$ cat config.mk
export PLATFORM = sky130hd
export DESIGN_NAME = ext_bus_if
export DESIGN_NICKNAME = d
export VERILOG_FILES = /design/src/hdl/ext_bus_pkg.sv /design/src/hdl/pin_sync.sv /design/src/hdl/strobe_decode.sv /design/src/hdl/ext_bus_if.sv
export SDC_FILE = /design/constraint.sdc
export NUM_CORES = 1
export LEC_CHECK = 0
export BUFFER_PORTS_ARGS = -buffer_cell sky130_fd_sc_hd__clkbuf_2
export CAP_MARGIN = 20
export CORE_ASPECT_RATIO = 0.75
export CORE_MARGIN = 4
export CORE_UTILIZATION = 40
export CTS_CLUSTER_SIZE = 28
export DETAILED_ROUTE_END_ITERATION = 8
export GPL_ROUTABILITY_DRIVEN = 0
export HOLD_SLACK_MARGIN = 0.08
export PLACE_DENSITY = 0.64
export RECOVER_POWER = 25
export SKIP_CTS_REPAIR_TIMING = 1
export SYNTH_ARGS = -nofsm -noshare
export SYNTH_HDL_FRONTEND = slang
export SYNTH_HIERARCHICAL = 1
export SYNTH_SLANG_ARGS = --single-unit
$ cat constraint.sdc
create_clock -name clk -period 3.1 [get_ports clk]
set_clock_uncertainty 0.2 [all_clocks]
set_input_delay 0.31 -clock clk [delete_from_list [all_inputs] [get_ports clk]]
set_output_delay 0.31 -clock clk [all_outputs]
set_load 0.01 [all_outputs]
$ cat src/hdl/ext_bus_pkg.sv
// Constants and types shared by the external bus interface
package ext_bus_pkg;

	// ****************************************
	// Bus geometry
	// ****************************************
	localparam int ADDR_W    = 24;
	localparam int DATA_W    = 16;
	localparam int LANE_W    = 8;
	localparam int SPACES    = 4;
	localparam int WIDE_SPACE_CNT = 3;
	localparam int NARROW_SPACE   = 3;

	// ****************************************
	// Timing
	// ****************************************
	localparam int CLK_PERIOD_NS  = 8;
	localparam int ADDR_PHASE_NS  = 16;
	localparam int STROBE_MIN_NS  = 24;
	localparam int ADDR_CYC   = (ADDR_PHASE_NS + CLK_PERIOD_NS - 1) / CLK_PERIOD_NS;
	localparam int STROBE_CYC = (STROBE_MIN_NS + CLK_PERIOD_NS - 1) / CLK_PERIOD_NS;
	localparam int CNT_W      = 4;
	localparam logic [CNT_W-1:0] ADDR_LAST   = CNT_W'(ADDR_CYC - 1);
	localparam logic [CNT_W-1:0] STROBE_LAST = CNT_W'(STROBE_CYC - 1);

	// Cycles after reset release before straps are caught
	localparam logic [1:0] STRAP_SETTLE = 2'h3;

	// ****************************************
	// Reset values
	// ****************************************
	localparam logic [SPACES-1:0] CS_IDLE_N = 4'hf;
	localparam logic [DATA_W-1:0] DATA_RST  = 16'h0000;
	localparam logic [ADDR_W-2:0] ADDR_RST  = 23'h000000;

	// ****************************************
	// Sequencer states
	// ****************************************
	typedef enum logic [4:0] {
		ST_IDLE   = 5'h01,
		ST_ADDR   = 5'h02,
		ST_STROBE = 5'h04,
		ST_END    = 5'h08,
		ST_HOLD   = 5'h10
	} bus_state_t;

endpackage

$ cat src/hdl/pin_sync.sv
// Two-stage synchroniser for pin inputs
`timescale 1ns/10ps
`default_nettype none

module pin_sync #(
	parameter int WIDTH = 1
) (
	input  wire logic             clk,
	input  wire logic             reset_n,
	input  wire logic [WIDTH-1:0] pin_in,
	output logic      [WIDTH-1:0] sync_out
);

	typedef struct packed {
		logic [WIDTH-1:0] first;
		logic [WIDTH-1:0] second;
	} sync_state_t;

	sync_state_t s_q;
	sync_state_t s_d;

	always_comb
	begin
		s_d        = s_q;
		s_d.first  = pin_in;
		s_d.second = s_q.first;
	end

	always_ff @(posedge clk or negedge reset_n)
	begin
		if (!reset_n)
			s_q <= '0;
		else
			s_q <= s_d;
	end

	assign sync_out = s_q.second;

endmodule
`default_nettype wire

$ cat src/hdl/strobe_decode.sv
// Strobe levels for one access in either strobe style
`timescale 1ns/10ps
`default_nettype none

module strobe_decode (
	input  wire logic single_style,
	input  wire logic write,
	input  wire logic odd,
	input  wire logic word,
	input  wire logic wide,
	output logic      rd_n,
	output logic      lo_n,
	output logic      hi_n
);

	always_comb
	begin
		rd_n = write;
		if (single_style)
		begin
			lo_n = !write;
			hi_n = !(odd || word);
		end
		else
		begin
			lo_n = !(write && wide && (!odd || word));
			hi_n = !(write && (odd || word));
		end
	end

endmodule
`default_nettype wire

$ cat src/hdl/ext_bus_if.sv
// External memory bus sequencer with hold and wait handling
//
// Overview of operation
// Everything stays in reset while reset_n is held low.
// Mode strap low gives single-chip mode, high gives microprocessor mode.
// Space 3 is 16 bits wide with width pin low, 8 bits when high.
// Board holds the width pin fixed, low in single-chip mode.
// Separate bus carries the low byte on lines 0-7; 8-15 only when wide.
// Address bits 0-22 go out true, the top address bit inverted.
// Multiplexed bus sends address 0-7 then data 0-7 on the low lines.
// Wide multiplexed bus sends address 8-15 then data 8-15 on upper lines.
// Four chip selects, each low during an access to its space.
// A setting picks per-byte write strobes or one write strobe plus lane enable.
// Per-byte style on a wide bus: low strobe low writes even addresses.
// Per-byte style: high strobe low writes odd addresses.
// Per-byte style: read strobe low while reading.
// Single style: write strobe low to write, read strobe low to read.
// Single style: upper lane enable low whenever an odd address is accessed.
// Software picks single style whenever the bus is 8 bits wide.
// An address latch strobe marks when the address may be captured.
// Hold request low puts the bus into and keeps it in hold.
// Release grant is low exactly while in hold.
// Wait input low keeps the current access in its strobe phase.
// In hold, address, data, selects and strobes float.
// Wait is sampled each clock of strobe; each low sample adds one clock. The code samples it only once the strobe count has reached zero.
`timescale 1ns/10ps
`default_nettype none

module ext_bus_if #(
	parameter int ADDR_W = ext_bus_pkg::ADDR_W,
	parameter int DATA_W = ext_bus_pkg::DATA_W
) (
	input  wire logic              clk,
	input  wire logic              reset_n,
	// Straps and bus control pins
	input  wire logic              processor_mode_pin,
	input  wire logic              bus_width_pin,
	input  wire logic              hold_request_n,
	input  wire logic              wait_request_n,
	// Configuration
	input  wire logic              single_strobe_style,
	input  wire logic              multiplexed_bus,
	// Request side
	input  wire logic              req,
	input  wire logic              req_write,
	input  wire logic              req_word,
	input  wire logic [1:0]        req_space,
	input  wire logic [ADDR_W-1:0] req_addr,
	input  wire logic [DATA_W-1:0] req_wdata,
	output logic                   busy,
	output logic                   done,
	output logic                   refused,
	output logic      [DATA_W-1:0] rdata,
	output logic                   microprocessor_mode,
	output logic                   space3_narrow,
	// Address pins
	output logic      [ADDR_W-2:0] address_out,
	output logic                   top_address_bit,
	output logic                   address_oe,
	// Shared address/data lanes
	input  wire logic [7:0]        lane_lo_in,
	output logic      [7:0]        lane_lo_out,
	output logic                   lane_lo_oe,
	input  wire logic [7:0]        lane_hi_in,
	output logic      [7:0]        lane_hi_out,
	output logic                   lane_hi_oe,
	// Control pins
	output logic      [3:0]        chip_select_lines_n,
	output logic                   read_strobe_n,
	output logic                   low_byte_store_strobe_n,
	output logic                   high_byte_store_strobe_n,
	output logic                   address_latch,
	output logic                   control_oe,
	output logic                   bus_release_grant_n
);

	// ****************************************
	// State
	// ****************************************
	typedef struct packed {
		ext_bus_pkg::bus_state_t state;
		logic [ext_bus_pkg::CNT_W-1:0] cnt;
		logic [1:0]        strap_cnt;
		logic              strap_done;
		logic              mode;
		logic              narrow3;
		logic              write;
		logic              word;
		logic              odd;
		logic              wide;
		logic [DATA_W-1:0] wdata;
		logic [ADDR_W-2:0] addr;
		logic              top;
		logic              addr_oe;
		logic [7:0]        lo_out;
		logic              lo_oe;
		logic [7:0]        hi_out;
		logic              hi_oe;
		logic [3:0]        cs_n;
		logic              rd_n;
		logic              lo_n;
		logic              hi_n;
		logic              ale;
		logic              ctl_oe;
		logic              grant_n;
		logic              busy;
		logic              done;
		logic              refused;
		logic [DATA_W-1:0] rdata;
	} bus_regs_t;

	bus_regs_t s_q;
	bus_regs_t s_d;

	// ****************************************
	// Pin synchronisers
	// ****************************************
	logic [19:0] pins_sync;
	logic        mode_s;
	logic        width_s;
	logic        hold_s_n;
	logic        wait_s_n;
	logic [7:0]  lo_s;
	logic [7:0]  hi_s;

	pin_sync #(
		.WIDTH (20)
	) u_sync (
		.clk      (clk),
		.reset_n  (reset_n),
		.pin_in   ({processor_mode_pin, bus_width_pin, hold_request_n,
		            wait_request_n, lane_hi_in, lane_lo_in}),
		.sync_out (pins_sync)
	);

	assign mode_s   = pins_sync[19];
	assign width_s  = pins_sync[18];
	assign hold_s_n = pins_sync[17];
	assign wait_s_n = pins_sync[16];
	assign hi_s     = pins_sync[15:8];
	assign lo_s     = pins_sync[7:0];

	// ****************************************
	// Strobe levels for the held access
	// ****************************************
	logic dec_rd_n;
	logic dec_lo_n;
	logic dec_hi_n;

	strobe_decode u_decode (
		.single_style (single_strobe_style),
		.write        (s_q.write),
		.odd          (s_q.odd),
		.word         (s_q.word),
		.wide         (s_q.wide),
		.rd_n         (dec_rd_n),
		.lo_n         (dec_lo_n),
		.hi_n         (dec_hi_n)
	);

	// ****************************************
	// Helpers
	// ****************************************
	function automatic logic space_is_wide(input logic [1:0] space, input logic narrow3);
		space_is_wide = !(space == 2'(ext_bus_pkg::NARROW_SPACE) && narrow3);
	endfunction

	function automatic logic [3:0] select_for(input logic [1:0] space);
		select_for = ~(4'h1 << space);
	endfunction

	// ****************************************
	// Sequencer
	// ****************************************
	always_comb
	begin
		s_d         = s_q;
		s_d.done    = 1'b0;
		s_d.refused = 1'b0;

		// Straps are caught once the synchronisers have settled
		if (!s_q.strap_done)
		begin
			if (s_q.strap_cnt == ext_bus_pkg::STRAP_SETTLE)
			begin
				s_d.strap_done = 1'b1;
				s_d.mode       = mode_s;
				s_d.narrow3    = width_s;
				s_d.addr_oe    = mode_s;
				s_d.ctl_oe     = mode_s;
			end
			else
				s_d.strap_cnt = s_q.strap_cnt + 2'h1;
		end

		case (s_q.state)
			ext_bus_pkg::ST_IDLE:
			begin
				if (s_q.strap_done && !hold_s_n)
				begin
					s_d.state   = ext_bus_pkg::ST_HOLD;
					s_d.grant_n = 1'b0;
					s_d.addr_oe = 1'b0;
					s_d.ctl_oe  = 1'b0;
					s_d.lo_oe   = 1'b0;
					s_d.hi_oe   = 1'b0;
					s_d.busy    = 1'b1;
				end
				else if (req && s_q.strap_done)
				begin
					if (!s_q.mode
					    || (req_word && req_addr[0])
					    || (req_word && !space_is_wide(req_space, s_q.narrow3)))
						s_d.refused = 1'b1;
					else
					begin
						s_d.state = ext_bus_pkg::ST_ADDR;
						s_d.cnt   = ext_bus_pkg::ADDR_LAST;
						s_d.busy  = 1'b1;
						s_d.write = req_write;
						s_d.word  = req_word;
						s_d.odd   = req_addr[0];
						s_d.wide  = space_is_wide(req_space, s_q.narrow3);
						s_d.wdata = req_wdata;
						s_d.addr  = req_addr[ADDR_W-2:0];
						s_d.top   = !req_addr[ADDR_W-1];
						s_d.cs_n  = select_for(req_space);
						s_d.ale   = 1'b1;
						if (single_strobe_style)
							s_d.hi_n = !(req_addr[0] || req_word);
						if (multiplexed_bus)
						begin
							s_d.lo_out = req_addr[7:0];
							s_d.lo_oe  = 1'b1;
							s_d.hi_out = req_addr[15:8];
							s_d.hi_oe  = space_is_wide(req_space, s_q.narrow3);
						end
					end
				end
			end

			ext_bus_pkg::ST_ADDR:
			begin
				if (s_q.cnt == '0)
				begin
					s_d.state = ext_bus_pkg::ST_STROBE;
					s_d.cnt   = ext_bus_pkg::STROBE_LAST;
					s_d.ale   = 1'b0;
					s_d.rd_n  = dec_rd_n;
					s_d.lo_n  = dec_lo_n;
					s_d.hi_n  = dec_hi_n;
					if (s_q.write)
					begin
						// Odd byte rides the upper lane only on a wide bus
						if (s_q.wide && s_q.odd && !s_q.word)
							s_d.hi_out = s_q.wdata[7:0];
						else
							s_d.hi_out = s_q.wdata[15:8];
						s_d.lo_out = s_q.wdata[7:0];
						s_d.lo_oe  = 1'b1;
						s_d.hi_oe  = s_q.wide;
					end
					else
					begin
						s_d.lo_oe = 1'b0;
						s_d.hi_oe = 1'b0;
					end
				end
				else
					s_d.cnt = s_q.cnt - 4'h1;
			end

			ext_bus_pkg::ST_STROBE:
			begin
				if (s_q.cnt != '0)
					s_d.cnt = s_q.cnt - 4'h1;
				else if (wait_s_n)
				begin
					s_d.state = ext_bus_pkg::ST_END;
					s_d.rd_n  = 1'b1;
					s_d.lo_n  = 1'b1;
					if (!single_strobe_style)
						s_d.hi_n = 1'b1;
					if (!s_q.write)
					begin
						if (s_q.word)
							s_d.rdata = {hi_s, lo_s};
						else if (s_q.wide && s_q.odd)
							s_d.rdata = {8'h00, hi_s};
						else
							s_d.rdata = {8'h00, lo_s};
					end
				end
			end

			ext_bus_pkg::ST_END:
			begin
				s_d.state = ext_bus_pkg::ST_IDLE;
				s_d.cs_n  = ext_bus_pkg::CS_IDLE_N;
				s_d.hi_n  = 1'b1;
				s_d.lo_oe = 1'b0;
				s_d.hi_oe = 1'b0;
				s_d.busy  = 1'b0;
				s_d.done  = 1'b1;
			end

			ext_bus_pkg::ST_HOLD:
			begin
				if (hold_s_n)
				begin
					s_d.state   = ext_bus_pkg::ST_IDLE;
					s_d.grant_n = 1'b1;
					s_d.addr_oe = s_q.mode;
					s_d.ctl_oe  = s_q.mode;
					s_d.busy    = 1'b0;
				end
			end

			default:
			begin
				s_d.state = ext_bus_pkg::ST_IDLE;
				s_d.busy  = 1'b0;
			end
		endcase
	end

	// ****************************************
	// Registers
	// ****************************************
	always_ff @(posedge clk or negedge reset_n)
	begin
		if (!reset_n)
		begin
			s_q            <= '0;
			s_q.state      <= ext_bus_pkg::ST_IDLE;
			s_q.addr       <= ext_bus_pkg::ADDR_RST;
			s_q.top        <= 1'b1;
			s_q.wdata      <= ext_bus_pkg::DATA_RST;
			s_q.rdata      <= ext_bus_pkg::DATA_RST;
			s_q.cs_n       <= ext_bus_pkg::CS_IDLE_N;
			s_q.rd_n       <= 1'b1;
			s_q.lo_n       <= 1'b1;
			s_q.hi_n       <= 1'b1;
			s_q.grant_n    <= 1'b1;
		end
		else
			s_q <= s_d;
	end

	// ****************************************
	// Outputs
	// ****************************************
	assign busy                     = s_q.busy;
	assign done                     = s_q.done;
	assign refused                  = s_q.refused;
	assign rdata                    = s_q.rdata;
	assign microprocessor_mode      = s_q.mode;
	assign space3_narrow            = s_q.narrow3;
	assign address_out              = s_q.addr;
	assign top_address_bit          = s_q.top;
	assign address_oe               = s_q.addr_oe;
	assign lane_lo_out              = s_q.lo_out;
	assign lane_lo_oe               = s_q.lo_oe;
	assign lane_hi_out              = s_q.hi_out;
	assign lane_hi_oe               = s_q.hi_oe;
	assign chip_select_lines_n      = s_q.cs_n;
	assign read_strobe_n            = s_q.rd_n;
	assign low_byte_store_strobe_n  = s_q.lo_n;
	assign high_byte_store_strobe_n = s_q.hi_n;
	assign address_latch            = s_q.ale;
	assign control_oe               = s_q.ctl_oe;
	assign bus_release_grant_n      = s_q.grant_n;

endmodule
`default_nettype wire

==> parameters.txt, run 1 <==
Parameter                              Value

Critical path
  Crit-path slowest cell ... sky130_fd_sc_hd__a32oi_4
  Category of the most critical setup path ... reg2reg
  Critical path startpoint category ... register
  CP arrival ... between 2 and 3 ns
  Cells along the critical path ... nor3_2 > nand2_2 > a32oi_4 > mux2_2
  Maximum fanout count along the critical path ... 17
  Worst endpoint required time ... approximately 3.2 ns
  Type of destination of the critical path ... register
  Biggest cell delay along the critical path ... 0.78 ns

Route
  Overall routed net length ... approximately 15000 microns
  Wire length per cell ... about 16 microns
  Detailed-route vias per instance ... just under 5
  Number of detailed-routing iterations run before antenna repair ... 5
  Routed vias ... 4709
  Post-detailed-route DRC marker count ... 0
  Violation count after the first detailed-route iteration ... approximately 320
  Count of nets left with antenna violations after detail routing ... 0

Timing
  Final hold viol count ... 0
  Total setup violations reported at the end of the flow ... 0
  Peak Freq ... roughly 370 MHz
  Min Hold Slack ... ~0.15 ns
  Setup repair after global routing missed its margin ... no
  Setup TNS ... 0 ns
  Portion of the clock cycle consumed by the worst path in the final layout ... between 80 and 90%
  Final slew viol count ... between 80 and 90
  Tightest Pin Transition ... about 2.1 ns
  Worst rel slew slack ... -39.9%
  Min cycle time layout ... around 2.7 ns

Synth
  Post-Syn Nets ... between 600 and 700
  Avg Synthesized Cell Area ... between 10 and 15 sq um
  Post-Synth Adder-Cell Area ... less than 1%
  Synthesized-area fraction occupied by ao, oa, aoi and oai cells ... between 8 and 9%
  Portion of the post-synthesis area used by sequential elements ... approximately 58%
  Combinational family with the most area after synthesis ... simple AND/OR/NAND/NOR gates
  Number of flops mapped to enable cells by yosys ... 0
  Commonest cells in the netlist ... 195 x sky130_fd_sc_hd__nand2_1, 135 x sky130_fd_sc_hd__dfrtp_1, 60 x sky130_fd_sc_hd__buf_4
  Area contributors post-synth ... sky130_fd_sc_hd__dfrtp_1 53%, sky130_fd_sc_hd__nand2_1 12%, sky130_fd_sc_hd__buf_4 7.1%
  Xor and xnor area share after synthesis ... less than 1%
  Largest area contributor in the synthesized netlist ... sky130_fd_sc_hd__dfrtp_1
  Most common cell in the netlist ... sky130_fd_sc_hd__nand2_1
  Syn. warnings ... 6
  Cell count after synthesis ... around 600
  Most frequently used flop master after synthesis ... sky130_fd_sc_hd__dfrtp_1
  Area share of and/or/nand/nor cells after synthesis ... between 10% and 20%
  Total of flip-flops plus latches after synthesis ... 145
  Synth top area share ... between 50% and 60%
  Cell area after technology mapping ... around 6300 sq um
  Mux contribution to synthesized area ... under 10%
  Number of distinct library cell variants in the gate-level netlist after synthesis ... between 50 and 60
  Share of flip-flops with an asynchronous set or reset ... 100%

Global route
  Combined global-route utilization of all metal layers ... 16.8%
  Vias in the first global route ... between 4k and 5k
  Initial antenna violation count ... 0
  Wire length of the first global-routing pass ... roughly 23000 microns
  Pin count of the biggest net entering global routing ... 85
  GRT Residual Overflow ... 0

Clocking
  Clock-pin slew on the worst setup and hold paths ... around 0.06 ns
  Number of H-tree levels ... 4
  Clock Path Buffers ... 2
  Root Driver ... sky130_fd_sc_hd__clkbuf_16
  Worst-skew pair later-pin latency ... ~0.42 ns
  Clock buffers created by TritonCTS ... 17
  TritonCTS clock tree ... yes
  Clock sink count ... between 100 and 150

Floorplanning
  Width of the die ... around 150 microns
  Die height ... 117 microns
  Top-level I/O count ... ~140
  Total number of placement rows ... 39
  Die area ... around 18000 sq um
  Initial Utilization ... about 41%
  Floorplan core area ... 15400 sq um

Cells and area
  Proportion of layout cells with a drive suffix above 1 ... ~30%
  NumNets Final ... slightly above 800
  Ant diodes ... 0
  Area grow syn2layout ... 26.2%
  Non-filler cells, final ... between 900 and 1k
  Fillcell total ... between 1k and 1.5k
  Summed area of non-filler cells in the final layout ... between 7000 and 8000 sq um

Hold path
  Path category of the worst min-delay check ... reg2reg

Pwr
  Maximum VDD drop ... 412 uV
  Power Dens Cells ... between 700 and 800 nW/um^2
  Static leakage power ... between 0.004 and 0.005 uW

Placed design
  Total instance count after detailed placement ... roughly 870
  Number of buffers added on ports ... 142
  Cell area after placement ... 6790 sq um
  HPWL after detailed placement ... about 10000 microns

Run
  Max-capacitance violation count ... 1

Outcome
  Violated checks ... max-capacitance violations, max-slew violations
  Outcome ... finished with violations
==> final cells by class <==
class                   instances  area (sq um)  share of cell area (%)
repair buffers                216          1440                    18.0
clock inverters                13           104                    1.30
clock buffers                  19           443                    5.55
multi-input cells             364          2070                    25.9
inverters                       9          33.8                   0.423
flip-flops and latches        145          3640                    45.6
well taps                     205           256                    3.21
==> flip-flops by register name, indices dropped and copies added, names as in the netlist, 4 cells and up <==
| name | count |
|---|---|
| s_q | 31 |
| address_out | 23 |
| u_sync/s_d | 20 |
| u_sync/sync_out | 20 |
| rdata | 16 |
| lane_hi_out | 8 |
| lane_lo_out | 8 |
| chip_select_lines_n | 4 |
==> placed cells by master, fill, tap and decap left out, types with 3 or more instances in the layout <==
| cell | Yosys | layout |
|---|---|---|
| sky130_fd_sc_hd__a21oi_1 | 10 | 10 |
| sky130_fd_sc_hd__a31oi_1 | 3 | 3 |
| sky130_fd_sc_hd__buf_4 | 60 | 7 |
| sky130_fd_sc_hd__clkbuf_1 | 12 | 5 |
| sky130_fd_sc_hd__clkbuf_16 | 0 | 17 |
| sky130_fd_sc_hd__clkbuf_2 | 0 | 138 |
| sky130_fd_sc_hd__clkinv_4 | 0 | 5 |
| sky130_fd_sc_hd__dfrtp_1 | 135 | 135 |
| sky130_fd_sc_hd__dfstp_2 | 10 | 10 |
| sky130_fd_sc_hd__dlygate4sd3_1 | 0 | 66 |
| sky130_fd_sc_hd__ha_1 | 3 | 3 |
| sky130_fd_sc_hd__inv_1 | 9 | 9 |
| sky130_fd_sc_hd__inv_6 | 0 | 4 |
| sky130_fd_sc_hd__mux2_2 | 10 | 10 |
| sky130_fd_sc_hd__mux2_4 | 9 | 9 |
| sky130_fd_sc_hd__mux2i_1 | 17 | 17 |
| sky130_fd_sc_hd__nand2_1 | 195 | 195 |
| sky130_fd_sc_hd__nand3_1 | 10 | 10 |
| sky130_fd_sc_hd__nor2_1 | 14 | 14 |
| sky130_fd_sc_hd__nor2b_1 | 3 | 3 |
| sky130_fd_sc_hd__nor3b_1 | 3 | 3 |
| sky130_fd_sc_hd__o211ai_1 | 3 | 3 |
| sky130_fd_sc_hd__o21ai_0 | 19 | 19 |
| sky130_fd_sc_hd__o21ai_2 | 14 | 14 |
| sky130_fd_sc_hd__o22ai_1 | 3 | 3 |
| sky130_fd_sc_hd__or4_1 | 3 | 3 |
==> power by group <==
group          internal (uW)  total [uW]  switching [uW]
clock network           1060        1890             830
logic                    728        1600             869
registers               2390        2750             362
==> through the flow <==
| step | power (uW) | util [%] | setup slack (ns) |
|---|---|---|---|
| 2_1_floorplan | 3980 | - | 0.847 |
| 3_3_place_gp | 4260 | 44.2 | 0.544 |
| 3_5_place_dp | 4320 | 44.2 | 0.393 |
| 4_1_cts | 6230 | 47.7 | 0.386 |
| 5_1_grt | 6620 | 51.9 | 0.158 |
| 6_report | 6230 | 51.9 | 0.412 |
==> kinds of logic after synthesis <==
logic type	after synthesis
AND/OR/NAND/NOR	247
flip-flops	145
buffers and inverters	93
AO/OA/AOI/OAI	75
multiplexers	37
adder cells (fa/ha/maj)	3
XOR/XNOR	2
==> critical path: cells and delay by family, from the launching register on <==
kind | cells | cell delay, ns
flops | 1 | 0.50
compound gates | 1 | 0.78
simple gates | 2 | 0.67
mux | 1 | 0.41
==> per-layer routing <==
metal | vias up | GRT usage [%] | wire [microns]
met1 | 2291 | 23.6 | 7020
met3 | 22 | 5.29 | 987
met2 | 148 | 24.5 | 7070
met5 | - | 0 | 0
li1 | 2248 | - | -
met4 | 0 | 6.23 | 255
==> final timing paths <==
| check | cells past startpoint | slack, ns | startpoint | end |
|---|---|---|---|---|
| min in group asynchronous | 2 | 0.83 | reset_n | u_sync/sync_out[11] |
| hold reg to reg | 0 | 0.15 | u_sync/s_d[16] | u_sync/sync_out[16] |
| hold / removal | 0 | 0.15 | u_sync/s_d[16] | u_sync/sync_out[16] |
| setup reg to reg | 4 | 0.41 | s_q[103] | lane_lo_out[7] |
| max in group asynchronous | 2 | 0.63 | reset_n | s_q[72] |
| setup / recovery | 4 | 0.41 | s_q[103] | lane_lo_out[7] |
Note: power is estimated with default switching activity, not from simulation.
==> run 2, diff against run 1 <==
CORE_ASPECT_RATIO = not set   (was 0.75)
CORE_MARGIN = not set   (was 4)
==> run 2 against run 1 <==
Against the previous run:
- the run still ends with max-capacitance violations, max-slew violations left
- via count grew 0.19%
- final area grew 1.3%
- flip-flop and latch count is the same
- worst hold slack lost 0.035 ns
- sequential share of layout area shrank 0.59 points
- worst setup slack lost 0.24 ns
==> parameters.txt, run 2 (same netlist as run 1, synthesis figures left out) <==
Parameter                              Value

Route
  Overall routed net length ... 15000 microns (-2.4%)
  Wire length per cell ... 15.3 microns (-3.1%)
  Routed vias ... 4718 (+0.19%)
  Detailed-route vias per instance ... 4.82 (-0.53%)
  Count of nets left with antenna violations after detail routing ... 0 (unchanged)
  Post-detailed-route DRC marker count ... 0 (unchanged)
  Violation count after the first detailed-route iteration ... 265 (-17%)
  Number of detailed-routing iterations run before antenna repair ... 5 (unchanged)

Placed design
  Placement Setup Slack ... 0.513 ns (+0.120 ns)
  Number of buffers added on ports ... 142 (unchanged)
  HPWL after detailed placement ... 9680 microns (-4.4%)
  Cell area after placement ... 6810 sq um (+0.33%)

Timing
  Setup repair after global routing missed its margin ... no
  Setup TNS ... 0 ns (unchanged)
  Final slew viol count ... 80 (-4.8%)
  Tightest Pin Transition ... 2.08 ns (-0.0221 ns)
  Total setup violations reported at the end of the flow ... 0 (unchanged)
  Peak Freq ... 342 MHz (-8.1%)
  Min cycle time layout ... 2.93 ns (+0.238 ns)
  PnR worst setup slack ... 0.174 ns (-0.238 ns)
  Final hold viol count ... 0 (unchanged)
  Min Hold Slack ... 0.112 ns (-0.0354 ns)
  Portion of the clock cycle consumed by the worst path in the final layout ... 94.4% (+7.7 points)
  Worst rel slew slack ... -38.4% (+1.5 points)

Cells and area
  Proportion of layout cells with a drive suffix above 1 ... 30.4% (+0.61 points)
  Top library cells by usage in the layout, fill and taps aside ... 195 x sky130_fd_sc_hd__nand2_1, 141 x sky130_fd_sc_hd__clkbuf_2, 135 x sky130_fd_sc_hd__dfrtp_1
  Largest register FFs ... 31 (unchanged)
  Area grow syn2layout ... 27.8%
  NumNets Final ... 827 (+0.24%)
  Most flops, register ... s_q
  Summed area of non-filler cells in the final layout ... 8090 sq um (+1.3%)
  Ant diodes ... 0 (unchanged)
  Fillcell total ... 1385 (+2.2%)
  Most frequent standard cell in the layout excluding fill and tap cells ... sky130_fd_sc_hd__nand2_1

Global route
  Vias in the first global route ... 4260 (-2.5%)
  Wire length of the first global-routing pass ... 22200 microns (-5.2%)
  Pin count of the biggest net entering global routing ... 81 (-4.7%)
  Initial antenna violation count ... 0 (unchanged)
  Combined global-route utilization of all metal layers ... 17.9% (+1.1 points)
  GRT Residual Overflow ... 0 (unchanged)

Critical path
  Critical path startpoint category ... input pin
  Worst endpoint required time ... 3.26 ns (+0.06 ns)
  Maximum fanout count along the critical path ... 47 (+30)
  Type of destination of the critical path ... register
  CP arrival ... 3.08 ns (+0.29 ns)
  Category of the most critical setup path ... in2reg

Clocking
  Root Driver ... sky130_fd_sc_hd__clkbuf_16
  Clock buffers created by TritonCTS ... 17 (unchanged)
  Number of H-tree levels ... 4 (unchanged)
  Clock-pin slew on the worst setup and hold paths ... 0.06 ns (about the same)
  Clock sink count ... 145 (unchanged)
  Worst-skew pair later-pin latency ... 0.42 ns (about the same)
  TritonCTS clock tree ... yes
  Clock Path Buffers ... 2 (unchanged)

Floorplanning
  Width of the die ... 128 microns (-17%)
  Die height ... 128 microns (+9.3%)
  Top-level I/O count ... 143 (unchanged)
  Total number of placement rows ... 45 (+15%)
  Die area ... 16300 sq um (-8.9%)
  Floorplan core area ... 15300 sq um (-0.37%)
  Initial Utilization ... 41.3% (+0.15 points)

Pwr
  Power Dens Cells ... 805 nW/um^2 (+3.1%)
  Static leakage power ... 0.00415 uW (+1.1%)
  Post-layout total power ... 6510 uW (+4.5%)
  Maximum VDD drop ... 457 uV (+11%)

Run
  Max-capacitance violation count ... 1 (unchanged)

Outcome
  Outcome ... finished with violations
  Violated checks ... max-capacitance violations, max-slew violations

Hold path
  Path category of the worst min-delay check ... in2reg
## run 2: power by group
group | switching, uW | internal [uW]
logic | 875 | 743
clock network | 779 | 1360
registers | 361 | 2390
total | 2020 | 4500
## run 2: per-stage QoR
| stage | util [%] | cells |
|---|---|---|
| 3_3_place_gp | 44.5 | 881 |
| 5_1_grt | 52.8 | 978 |
| 4_1_cts | 48.5 | 912 |
| 2_1_floorplan | - | 602 |
| 6_report | 52.8 | 978 |
| 3_5_place_dp | 44.5 | 881 |
## run 2: layout make-up
class                      count  area [sq um]  area share (%)
sequential                   145          3640            45.0
multi-input combinational    364          2070            25.5
timing repair buffer         218          1460            18.0
clock buffer                  18           439            5.43
tap                          211           264            3.26
clock inverter                13           186            2.31
inverter                       9          33.8           0.418
## run 2: metal layers
metal / up-vias / part of all wire (%) / track usage, % / wire length [microns]
li1: 2237 / - / - / -
met1: 2293 / 45 / 23.6 / 6690
met2: 153 / 47 / 27.9 / 7090
met3: 35 / 5.2 / 4.67 / 783
met4: 0 / 2.7 / 7.68 / 399
met5: - / 0 / 0 / 0
## run 2: path summary, 6_finish.rpt
check	slack, ns	from	to	depth (start not counted)
max	0.17	req_addr[0]	s_q[88]	9
min	0.11	req_space[1]	chip_select_lines_n[1]	3
max reg2reg	0.18	s_q[101]	s_q[88]	7
min reg2reg	0.15	u_sync/s_d[14]	u_sync/sync_out[14]	0
max in group asynchronous	0.63	reset_n	top_address_bit	3
min in group asynchronous	0.80	reset_n	rdata[12]	2
## run 2: critical path, cell delays in order
cell and delay [ns]:
sky130_fd_sc_hd__dlygate4sd3_1 0.54, sky130_fd_sc_hd__clkbuf_2 0.15, sky130_fd_sc_hd__a31o_1 0.21, sky130_fd_sc_hd__a21oi_1 0.28, sky130_fd_sc_hd__and3b_2 0.28, sky130_fd_sc_hd__buf_4 0.44
sky130_fd_sc_hd__nor2_1 0.09, sky130_fd_sc_hd__a41oi_1 0.20, sky130_fd_sc_hd__dlygate4sd3_1 0.58
